File: src/logic/cgcr_pkg.sv
// Purpose: constants for the channel and general pin register bank
// Assumes: 8-bit register address, 16-bit register data
// Notes:   pin configuration offset and sequencer dwell are local choices
package cgcr_pkg;
  // address and data widths
  localparam int          ADDR_W          = 8;
  localparam int          DATA_W          = 16;
  localparam int          NUM_CH          = 8;
  // register offsets
  localparam logic [7:0]  PIN_CFG_ADDR    = 8'h06;
  localparam logic [7:0]  PART_ID_ADDR    = 8'h07;
  localparam logic [7:0]  CH_BASE_ADDR    = 8'h10;
  localparam logic [7:0]  SEQ_STAT_ADDR   = 8'h20;
  // identification code, value is arbitrary
  localparam logic [15:0] PART_ID_VALUE   = 16'h5a3c;
  // channel register fields
  localparam int          CH_EN_BIT       = 15;
  localparam int          SETUP_HI        = 14;
  localparam int          SETUP_LO        = 12;
  localparam int          RSVD_HI         = 11;
  localparam int          RSVD_LO         = 10;
  localparam int          POS_HI          = 9;
  localparam int          POS_LO          = 5;
  localparam int          NEG_HI          = 4;
  localparam int          NEG_LO          = 0;
  localparam logic [15:0] CH_WR_MASK      = 16'hf3ff;
  localparam logic [15:0] CH0_RESET       = 16'h8001;
  localparam logic [15:0] CHN_RESET       = 16'h0001;
  // pin configuration fields
  localparam int          PIN0_IN_EN_BIT  = 4;
  localparam int          PIN1_OUT_EN_BIT = 3;
  localparam int          PIN0_OUT_EN_BIT = 2;
  localparam int          PIN1_LVL_BIT    = 1;
  localparam int          PIN0_LVL_BIT    = 0;
  localparam logic [4:0]  PIN_CFG_RESET   = 5'h00;
  // conversion slot length per channel while sequencing
  localparam int          DWELL_NS        = 1000;
  localparam int          CLK_NS          = 25;
  localparam int          DWELL_CYCLES    = (DWELL_NS + CLK_NS - 1) / CLK_NS;
  localparam logic [7:0]  DWELL_LAST      = 8'(DWELL_CYCLES - 1);
  // sequencer states
  typedef enum logic [0:0] {CGCR_IDLE, CGCR_CONVERT} cgcr_seq_e;
endpackage : cgcr_pkg

File: src/logic/cgcr_regs.sv
// Purpose: channel and general pin register bank of a multiplexed converter
// Assumes: one clock, synchronous active-low reset, plain register port
// Notes:   read data appear the cycle after the read strobe only
//
// Behaviour
// - bit 4 makes pin zero input
// - bit 3 makes pin one output
// - bit 2 makes pin zero output
// - bit 1 pin one level, reads pin
// - bit 0 pin zero level, reads pin
// - read-only identification register at 0x07
// - channel registers sixteen bits wide
// - channel zero at 0x10, resets 0x8001
// - bit 15 enables its channel
// - multiple enabled channels sequence automatically
// - bits 14:12 select setup zero..seven
// - setup is four registers applied together; this bank holds none of them and only puts out the code on setup_choice
// - bits 11:10 reserved, read zero
// - bits 9:5 positive input select
// - bits 4:0 negative input, reset one
// - channels one..seven follow, reset 0x0001
`timescale 1ns/1ps
`default_nettype none
module cgcr_regs (
  input  wire logic                        core_clk,
  input  wire logic                        rst_n,
  input  wire logic [cgcr_pkg::ADDR_W-1:0] reg_addr,
  input  wire logic [cgcr_pkg::DATA_W-1:0] reg_wdata,
  input  wire logic                        reg_wr,
  input  wire logic                        reg_rd,
  output var  logic [cgcr_pkg::DATA_W-1:0] reg_rdata,
  input  wire logic                        general_pin_zero_in,
  output var  logic                        general_pin_zero_out,
  output var  logic                        general_pin_zero_oe_n,
  input  wire logic                        general_pin_one_in,
  output var  logic                        general_pin_one_out,
  output var  logic                        general_pin_one_oe_n,
  output var  logic                        channel_active,
  output var  logic [2:0]                  active_channel,
  output var  logic [2:0]                  setup_choice,
  output var  logic [4:0]                  positive_input_select,
  output var  logic [4:0]                  negative_input_select
);
  import cgcr_pkg::*;

  logic [DATA_W-1:0] chan_cfg [NUM_CH];   // channel registers
  logic [4:0]        pin_cfg;             // pin configuration, low five bits
  logic [NUM_CH-1:0] ch_enable;           // enable bit of each channel
  logic [NUM_CH-1:0] ch_hit;              // address decode per channel
  logic              pin_hit;             // pin configuration decode
  logic              id_hit;              // identification decode
  logic              stat_hit;            // sequencer status decode
  logic              ch_space;            // address in channel window
  logic [2:0]        ch_idx;              // channel index from address
  logic [2:0]        seq_ch;              // channel being converted
  logic              seq_busy;            // sequencer running
  logic [DATA_W-1:0] pin_read;            // pin register read image
  logic [DATA_W-1:0] next_rdata;          // selected read data
  logic [DATA_W-1:0] cur_cfg;             // register of converting channel
  logic              pin0_level_rd;       // level seen on pin zero
  logic              pin1_level_rd;       // level seen on pin one

  // address decode
  assign ch_space = (reg_addr >= CH_BASE_ADDR) &&
                    (reg_addr <  8'(CH_BASE_ADDR + 8'(NUM_CH)));
  assign ch_idx   = 3'(reg_addr - CH_BASE_ADDR);
  assign pin_hit  = (reg_addr == PIN_CFG_ADDR);
  assign id_hit   = (reg_addr == PART_ID_ADDR);
  assign stat_hit = (reg_addr == SEQ_STAT_ADDR);

  genvar g;
  generate
    for (g = 0; g < NUM_CH; g++) begin : g_chan
      assign ch_hit[g]    = ch_space && (ch_idx == 3'(g));
      assign ch_enable[g] = chan_cfg[g][CH_EN_BIT];
      // one register per channel
      always_ff @(posedge core_clk) begin
        if (!rst_n) begin
          chan_cfg[g] <= (g == 0) ? CH0_RESET : CHN_RESET;
        end else if (reg_wr && ch_hit[g]) begin
          chan_cfg[g] <= reg_wdata & CH_WR_MASK;
        end
      end
    end
  endgenerate

  // pin configuration register; write lands all five bits
  always_ff @(posedge core_clk) begin
    if (!rst_n) begin
      pin_cfg <= PIN_CFG_RESET;
    end else if (reg_wr && pin_hit) begin
      pin_cfg <= reg_wdata[4:0];
    end
  end

  // pin one reads pin when its output is not enabled
  assign pin1_level_rd = pin_cfg[PIN1_OUT_EN_BIT] ? pin_cfg[PIN1_LVL_BIT] :
                         general_pin_one_in;
  assign pin0_level_rd = pin_cfg[PIN0_IN_EN_BIT] ? general_pin_zero_in :
                         pin_cfg[PIN0_LVL_BIT];
  // read image; pin one has no input enable here so it follows the pin when not driven
  assign pin_read = {11'h000,
                     pin_cfg[PIN0_IN_EN_BIT],
                     pin_cfg[PIN1_OUT_EN_BIT],
                     pin_cfg[PIN0_OUT_EN_BIT],
                     pin1_level_rd,
                     pin0_level_rd};

  assign next_rdata = id_hit   ? PART_ID_VALUE :
                      pin_hit  ? pin_read :
                      ch_space ? chan_cfg[ch_idx] :
                      stat_hit ? {12'h000, seq_busy, seq_ch} :
                      16'h0000;

  // read port: data valid only in the cycle after the strobe
  always_ff @(posedge core_clk) begin
    if (!rst_n) begin
      reg_rdata <= 16'h0000;
    end else begin
      reg_rdata <= reg_rd ? next_rdata : 16'h0000;
    end
  end

  cgcr_sequencer u_seq (
    .core_clk   (core_clk),
    .rst_n      (rst_n),
    .ch_enable  (ch_enable),
    .active_ch  (seq_ch),
    .converting (seq_busy)
  );

  assign cur_cfg = chan_cfg[seq_ch];

  // drive the converter selects from the channel in conversion
  always_ff @(posedge core_clk) begin
    if (!rst_n) begin
      channel_active        <= 1'b0;
      active_channel        <= 3'h0;
      setup_choice          <= 3'h0;
      positive_input_select <= 5'h00;
      negative_input_select <= 5'h01;
    end else begin
      channel_active        <= seq_busy;
      active_channel        <= seq_ch;
      setup_choice          <= cur_cfg[SETUP_HI:SETUP_LO];
      positive_input_select <= cur_cfg[POS_HI:POS_LO];
      negative_input_select <= cur_cfg[NEG_HI:NEG_LO];
    end
  end

  // pin drivers; output enable is low while driving
  always_ff @(posedge core_clk) begin
    if (!rst_n) begin
      general_pin_zero_out  <= 1'b0;
      general_pin_zero_oe_n <= 1'b1;
      general_pin_one_out   <= 1'b0;
      general_pin_one_oe_n  <= 1'b1;
    end else begin
      general_pin_zero_oe_n <= ~pin_cfg[PIN0_OUT_EN_BIT];
      general_pin_zero_out  <= pin_cfg[PIN0_LVL_BIT];
      general_pin_one_oe_n  <= ~pin_cfg[PIN1_OUT_EN_BIT];
      general_pin_one_out   <= pin_cfg[PIN1_LVL_BIT];
    end
  end

  // pin zero input enable only changes the readback, never the drive
endmodule : cgcr_regs
`default_nettype wire

File: src/logic/cgcr_sequencer.sv
// Purpose: steps through enabled channels, one dwell slot each
// Assumes: enable mask comes from the channel registers
// Notes:   a slot always completes before the next channel is picked
`timescale 1ns/1ps
`default_nettype none
module cgcr_sequencer (
  input  wire logic                    core_clk,
  input  wire logic                    rst_n,
  input  wire logic [cgcr_pkg::NUM_CH-1:0] ch_enable,
  output var  logic [2:0]              active_ch,
  output var  logic                    converting
);
  import cgcr_pkg::*;

  cgcr_seq_e  state;       // sequencer state
  logic [7:0] dwell;       // cycles spent on current channel
  logic [2:0] next_ch;     // next enabled channel after active_ch
  logic       any_en;      // at least one channel enabled
  logic       slot_done;   // dwell slot ends this cycle

  assign any_en    = |ch_enable;
  assign slot_done = (dwell == DWELL_LAST);

  // round-robin search from the channel after the current one
  always_comb begin
    next_ch = active_ch;
    for (int k = NUM_CH; k >= 1; k--) begin
      if (ch_enable[3'(active_ch + 3'(k))]) begin
        next_ch = 3'(active_ch + 3'(k));
      end
    end
  end

  // slot timing and channel stepping
  always_ff @(posedge core_clk) begin
    if (!rst_n) begin
      state      <= CGCR_IDLE;
      dwell      <= 8'h00;
      active_ch  <= 3'h0;
      converting <= 1'b0;
    end else begin
      case (state)
        // wait for any channel, then start on it
        CGCR_IDLE: begin
          dwell <= 8'h00;
          if (any_en) begin
            active_ch  <= next_ch;
            state      <= CGCR_CONVERT;
            converting <= 1'b1;
          end
        end
        CGCR_CONVERT: begin
          dwell <= slot_done ? 8'h00 : 8'(dwell + 8'h01);
          if (slot_done) begin
            if (any_en) begin
              active_ch <= next_ch;
            end else begin
              state      <= CGCR_IDLE;
              converting <= 1'b0;
            end
          end
        end
        default: begin
          state      <= CGCR_IDLE;
          converting <= 1'b0;
        end
      endcase
    end
  end
endmodule : cgcr_sequencer
`default_nettype wire

File: config.mk
export PLATFORM = sky130hd
export DESIGN_NAME = cgcr_regs
export DESIGN_NICKNAME = d
export VERILOG_FILES = /design/src/logic/cgcr_pkg.sv /design/src/logic/cgcr_regs.sv /design/src/logic/cgcr_sequencer.sv
export SDC_FILE = /design/constraint.sdc
export NUM_CORES = 1
export LEC_CHECK = 0
export ABC_AREA = 1
export ABC_CLOCK_PERIOD_IN_PS = 2800
export BUFFER_PORTS_ARGS = -buffer_cell sky130_fd_sc_hd__buf_4
export CAP_MARGIN = 15
export CELL_PAD_IN_SITES_DETAIL_PLACEMENT = 1
export CELL_PAD_IN_SITES_GLOBAL_PLACEMENT = 2
export CORE_AREA = 2 2 155 157
export DETAILED_ROUTE_END_ITERATION = 7
export DIE_AREA = 0 0 157 159
export HOLD_SLACK_MARGIN = 0.03
export PLACE_DENSITY = 0.74
export SLEW_MARGIN = 20
export SYNTH_ARGS = -nofsm -noshare
export SYNTH_HDL_FRONTEND = slang
export SYNTH_SLANG_ARGS = --single-unit
File: constraint.sdc
create_clock -name core_clk -period 2.8 [get_ports core_clk]
set_clock_uncertainty 0.2 [all_clocks]
set_input_delay 0.28 -clock core_clk [delete_from_list [all_inputs] [get_ports core_clk]]
set_output_delay 0.28 -clock core_clk [all_outputs]
set_load 0.01 [all_outputs]
# After elaboration in Yosys (flattened, before gate mapping)
# Memory sizes are Yosys's and may differ from the RTL's. A register that Yosys moved wholly into a read port is not among the register bits.
# Cells that the tools add are included.
[totals]
register_bits = 42
latch_bits = 0
mem_bits_rw = 112
mem_bits_ro = 0
inputBits = 30
out_inout_bits = 37
mem_count = 1
[op_classes]
addsub = 9
n_mul = 0
div = 0
n_lt_le_gt_ge = 9
n_eq_ne = 14
n_shift = 0
mux = 72
bitwise = 13
n_reduce_logical = 25
[memory_table]
columns = ["name", "words", "word_bits", "read_ports", "rd_clocked_by_memory_dff", "write_ports", "line_no", "source"]
rows = [
  ["chan_cfg", 8, 14, 10, 1, 8, "cgcr_regs.sv:46", "logic [DATA_W-1:0] chan_cfg [NUM_CH];"],
]
[ops]
columns = ["cell", "n"]
rows = [
  ["14-bit two-way mux", 8],
  ["1-bit two-way mux", 39],
  ["15-bit two-way mux", 2],
  ["3-bit by 4-bit less-than comparator with 1-bit output, second input constant", 7],
  ["3-bit two-way mux", 9],
  ["1-bit binary-select mux with 3-bit select", 7],
  ["1-bit logical AND", 18],
  ["8-bit by 3-bit == test with 1-bit output, second input constant", 2],
  ["8-bit by 6-bit == test with 1-bit output, second input constant", 2],
  ["16-bit two-way mux", 1],
  ["8-bit one-hot mux with 2 select lines", 1],
  ["3-bit adder, second input constant", 4],
  ["3-bit == test, second input constant", 4],
  ["8-bit by 1-bit adder with 8-bit output, second input constant", 1],
  ["8-bit by 5-bit greater-or-equal comparator with 1-bit output, second input constant", 1],
  ["8-bit by 5-bit less-than comparator with 1-bit output, second input constant", 1],
  ["8-bit two-way mux", 1],
  ["1-bit bitwise OR", 8],
  ["8-bit OR reduction", 1],
  ["3-bit by 2-bit adder with 3-bit output, second input constant", 2],
  ["3-bit by 2-bit == test with 1-bit output, second input constant", 2],
  ["3-bit one-hot mux with 2 select lines", 1],
  ["1-bit inverter", 5],
  ["4-bit two-way mux", 1],
  ["12 further kinds", 14],
]

# Depth between registers and ports, before layout
[depth]
word_depth = 13
ltp_mapped = 16
mapped_depth_nobuf = 13

# Modules after synthesis
# Synthesis repeated with hierarchy kept, for this count alone.
[unflattened]
hier_cells = 1023
hier_area_um2 = 8451.9
[by_module_without_submodules]
columns = ["mod", "instances", "cells_each", "area_each_um2", "seq_area_each_um2"]
rows = [
  ["cgcr_regs", 1, 813, 7199.4, 4184.0],
  ["cgcr_sequencer", 1, 210, 1252.5, 260.2],
]

# Least setup slack after synthesis
# OpenSTA, ideal clock, no wires.
[synth_path]
path_kind = "flip-flop to flip-flop"
startpoint = "reg u_seq.active_ch[1]"
endpoint = "reg u_seq.active_ch[0]"
setup_time_ns = 0.114
arrival_time_ns = 2.251
required_time_ns = 2.486
setup_slack_ns = 0.235
stages_incl_launch_ff = 16
path_buffers = 3
synth_period_minus_slack_ns = 2.565
cell_sequence = "dfxtp_1 -> clkbuf_1 -> inv_1 -> buf_2 -> clkbuf_1 -> ha_1 -> inv_1 -> nand3_1 -> nand3_1 -> nand2_1 -> nor2_1 -> nand3_1 -> nand3_1 -> nand2_1 -> nand2_1 -> nor2_1"
[synth_between]
elab_chain_len = 13
elab_cells_between_ends = 31
cone_classes = "add/sub: 7; mux: 24"
[synth_rtl]
columns = ["item", "line_no", "source"]
rows = [
  ["start: declaration", "cgcr_sequencer.sv:10", "output var logic [2:0] active_ch,"],
  ["start signal: assignment", "cgcr_sequencer.sv:47", "active_ch <= next_ch;"],
  ["start signal: assignment", "cgcr_sequencer.sv:56", "active_ch <= next_ch;"],
  ["3-bit adder", "cgcr_sequencer.sv:28", "if (ch_enable[3'(active_ch + 3'(k))]) begin"],
  ["1-bit binary-select mux with 3-bit select", "cgcr_sequencer.sv:28", ""],
  ["1-bit two-way mux (implied by the code)", "cgcr_sequencer.sv:28", ""],
  ["3-bit two-way mux (6 in series)", "cgcr_sequencer.sv:28", ""],
  ["3-bit two-way mux *", "cgcr_sequencer.sv:28", ""],
  ["3-bit two-way mux *", "cgcr_sequencer.sv:46, cgcr_sequencer.sv:55", ""],
  ["3-bit two-way mux", "cgcr_sequencer.sv:54", "if (slot_done) begin"],
  ["3-bit one-hot mux with 2 select lines *", "cgcr_sequencer.sv:42", "case (state)"],
]
# Every way passes the cells marked *; elsewhere a longest branch is shown, timed or not. The select of a mux whose other input is x is not followed.
# A chain may end at the register's enable or synchronous reset.

# Worst setup path in the final report
[layout_path]
startpoint = "reg u_seq.active_ch[0]"
endpoint = "reg u_seq.active_ch[0]"
[layout_between]
elab_chain_len = 13
elab_cells_between_ends = 31
cone_classes = "add/sub: 7; mux: 24"
[layout_rtl]
columns = ["item", "line_no"]
rows = [
  ["3-bit adder", "cgcr_sequencer.sv:28, cgcr_sequencer.sv:29"],
  ["1-bit binary-select mux with 3-bit select", "cgcr_sequencer.sv:28"],
  ["1-bit two-way mux (implied by the code)", "cgcr_sequencer.sv:28"],
  ["3-bit two-way mux (7 in series)", "cgcr_sequencer.sv:28"],
  ["3-bit two-way mux *", "cgcr_sequencer.sv:46, cgcr_sequencer.sv:55"],
  ["3-bit two-way mux", "cgcr_sequencer.sv:54"],
  ["3-bit one-hot mux with 2 select lines *", "cgcr_sequencer.sv:42"],
]
# Marks and branches as above.

==> results.md <==
* register — Critical Path Source Type
* 17800 um — post-DP HPWL
* 18.63% — relative area change from synthesis to final layout
* 8.664 um^2 — post-synthesis average cell area
* 42260 um — first-pass GRT wire length
* u_seq.active_ch[0] — Worst R2R Start
* u_seq.active_ch[0] — start point of the critical path
* 56 — row count
* 5.207 — via count normalized by instance count
* 0 — Post-DRT Antenna Nets
* 0 — total inserted antenna cells
* 8014 um^2 — post-synthesis cell area
* met4 — DR top layer
* 55.46% — sequential share of the synthesized area
* 0 — Slew Limit Fails
* 67 — num ports
* 3.887 nW — total leakage power
* sky130_fd_sc_hd__nor2_1 — leading cell type by number of instances after synthesis
* 2763 — Fill cells
* 0 — number of warnings issued by yosys
* 456 — First DRT Iteration DRCs
* 2.53 ns — arrival time reported for the critical path endpoint
* 22.73% — GRT Resource Usage Total
* 925 — count of mapped cells out of synthesis
* 22 — largest fanout of any net on the critical path
* 178 x sky130_fd_sc_hd__nor2_1, 154 x sky130_fd_sc_hd__nand2_1, 112 x sky130_fd_sc_hd__edfxtp_1 — most used standard cells in the synthesized netlist
* 0 — number of endpoints with negative hold slack in the final report
* 17 — number of clock buffers inserted by TritonCTS
* 5 — iteration count of the initial detailed-routing pass
* 166 — number of sinks on the clock net
* 0 — total congestion overflow after global routing
* 34.55% — starting utilization of the core area
* 40 — count of cell types in the netlist
* 0.06176 ns — worst hold slack across all endpoints
* sky130_fd_sc_hd__edfxtp_1 — prevailing post-synth register cell
* 86.31% — part of the cycle the worst path needs
* 41.97% — area fraction of the dominant cell type after synthesis
* 568.3 uV — worst vdd ir
* 112 — Post-synth EDFFs
* 0.8115 ns — Worst Tran Pin Value
* 0.4138 GHz — highest clock frequency the design can meet
* 24960 um^2 — Total Die Area
* complete, no violations — result of the run
* 27610 um — Total Wirelength
* sky130_fd_sc_hd__clkbuf_16 — CTS Root Cell
* 0.3395 ns — post-place setup slack
* 166 — number of flip-flops and latches in the synthesized netlist
* 4446 um^2 — total area of sequential cells
* reg_wdata[14] — hold_sp
* 958 — number of nets produced by synthesis
* 0 — antenna violations before repair
* 2.91 ns — critical path required time
* false — unrepaired setup endpoints after global routing
* 0.07 ns — clock input transition at the sequential cells of the worst setup and hold paths
* input pin to register — Hold Path Class
* done — CTS tree
* 43 — pin count of the biggest net entering global routing
* register — Worst setup EP type
* 2.417 ns — minimum period implied by the final worst setup slack
* 1032 — final layout net count
* sky130_fd_sc_hd__edfxtp_1 42%, sky130_fd_sc_hd__dfxtp_1 13%, sky130_fd_sc_hd__nor2_1 8.3%, sky130_fd_sc_hd__nand2_1 7.2%, sky130_fd_sc_hd__o21ai_0 5.1% — top cells by area, synth
* 0 — # Max-Cap Violations
* 13620 um — met2 layer wire length in the routed design
* 45.84% — Slew headroom
* 7197 — vias in the first global route
* 0.7977 — GPL Wtd Cong
* 0% — Post-synth ARST share
* 1255 um — Routed met3 length
* 12270 um — met1 WL
* 0.43 ns — worst-skew pair later-pin latency
* 0 — Setup Fix Bufs, Post-CTS
* 0 — final setup violation count
* 816.5 nW/um^2 — power per standard cell area
* 2995 um^2 — combined area of the multi-input logic cells
* 63 — PortBufs
* 15.32% — share of final-layout standard cells stronger than drive strength 1
* 157 um — die width
* 23190 um^2 — area inside the core boundary
* 0.3832 ns — Worst Slack Setup Final
* 159 um — Die Span Y
* 20.74 um — post-DR wirelength/cell
* register to register — Critical Setup Path Class
* 2 — buffers from clock root to sink, at most
* 0 — DRC Markers
* 6931 — via total after detailed routing
* sky130_fd_sc_hd__edfxtp_1 — largest area contributor in the synthesized netlist
* 4 — H-tree depth
* 0 ns — total negative slack
area by class of cell:
cell class | instances | area share (%)
tap | 319 | 4.198
clock buffer | 20 | 4.699
inverter | 81 | 3.225
timing repair buffer | 104 | 8.634
multi-input combinational | 629 | 31.51
clock inverter | 12 | 0.9739
sequential | 166 | 46.76
critical path, stage by stage (launching register included):
cell	delay, ns
sky130_fd_sc_hd__dfxtp_2	0.33
sky130_fd_sc_hd__inv_4	0.17
sky130_fd_sc_hd__ha_1	0.34
sky130_fd_sc_hd__inv_1	0.22
sky130_fd_sc_hd__nand3_1	0.14
sky130_fd_sc_hd__nand3_1	0.13
sky130_fd_sc_hd__nand2_1	0.11
sky130_fd_sc_hd__nor2_1	0.26
sky130_fd_sc_hd__nand3_1	0.13
sky130_fd_sc_hd__nand3_1	0.11
sky130_fd_sc_hd__nand2_1	0.05
sky130_fd_sc_hd__nand2_1	0.07
sky130_fd_sc_hd__nor2_1	0.04
logic make-up (layout without fill, tap and decap cells):
logic type | Yosys count | after routing | synth area share (%)
AO/OA/AOI/OAI | 199 | 199 | 14.13
XOR/XNOR | 6 | 6 | 0.6559
adder cells (fa/ha/maj) | 3 | 3 | 0.4684
buffers and inverters | 130 | 217 | 7.166
flip-flops | 166 | 166 | 55.46
multiplexers | 1 | 1 | 0.1405
other | 1 | 1 | 0.04679
AND/OR/NAND/NOR | 419 | 419 | 21.94
report_power, final:
part           switching (mW)  leakage, nW  internal, mW
Clock                    1.02        0.269          1.18
Combinational            1.77         2.11         0.861
Sequential              0.112         1.51          2.82
final timing paths:
path | endpoint | slack, ns | cells past startpoint
setup / recovery | u_seq.active_ch[0] | 0.38 | 12
hold / removal | chan_cfg[5][12] | 0.06 | 3
setup reg to reg | u_seq.active_ch[0] | 0.38 | 12
hold reg to reg | general_pin_zero_oe_n | 0.22 | 1
placed cells by master, fill, tap and decap left out, types with 2 or more instances in the layout:
cell type and n:
sky130_fd_sc_hd__a21oi_1 38, sky130_fd_sc_hd__a22oi_1 18, sky130_fd_sc_hd__a31o_2 2, sky130_fd_sc_hd__buf_4 92
sky130_fd_sc_hd__clkbuf_1 2, sky130_fd_sc_hd__clkbuf_16 17, sky130_fd_sc_hd__clkinv_2 2, sky130_fd_sc_hd__clkinv_4 3
sky130_fd_sc_hd__dfxtp_1 53, sky130_fd_sc_hd__dlygate4sd3_1 11, sky130_fd_sc_hd__edfxtp_1 112, sky130_fd_sc_hd__ha_1 3
sky130_fd_sc_hd__inv_1 68, sky130_fd_sc_hd__inv_2 12, sky130_fd_sc_hd__inv_4 2, sky130_fd_sc_hd__inv_6 4
sky130_fd_sc_hd__nand2_1 154, sky130_fd_sc_hd__nand3_1 59, sky130_fd_sc_hd__nand4_1 5, sky130_fd_sc_hd__nor2_1 178
sky130_fd_sc_hd__nor2_2 10, sky130_fd_sc_hd__nor3_1 4, sky130_fd_sc_hd__nor3_4 2, sky130_fd_sc_hd__o211ai_1 3
sky130_fd_sc_hd__o21ai_0 81, sky130_fd_sc_hd__o22ai_1 52, sky130_fd_sc_hd__xnor2_1 3, sky130_fd_sc_hd__xor2_1 3
repair_timing:
action                                  in CTS  in global routing
gates resized for setup                      0                  0
hold buffers                                11                  0
endpoints found under the hold margin       10                  0
endpoints found under the setup margin       0                  0
per-layer routing:
| layer | vias up | track usage, % |
|---|---|---|
| li1 | 3297 | - |
| met3 | 42 | 3.239 |
| met2 | 163 | 38.46 |
| met5 | - | 0 |
| met1 | 3429 | 30.46 |
| met4 | 0 | 6.005 |
stage by stage:
stage	util (%)	power [mW]	cell area [um^2]	std cells
CTS	40.99	7.813	9507	1331
global placement	38.19	5.606	8857	1288
detailed placement	38.19	5.620	8857	1288
finish	40.99	7.762	9507	1331
global route	40.99	8.288	9507	1331
floorplan	-	4.689	8014	925
flip-flops by register name, indices dropped and copies added (netlist names), 3 cells and up:
register and flops:
active_channel 3, chan_cfg 112, negative_input_select 5, pin_cfg 5
positive_input_select 5, reg_rdata 15, setup_choice 3, u_seq.active_ch 3
u_seq.dwell 8
No activity file was read; power rests on OpenSTA's default activity.
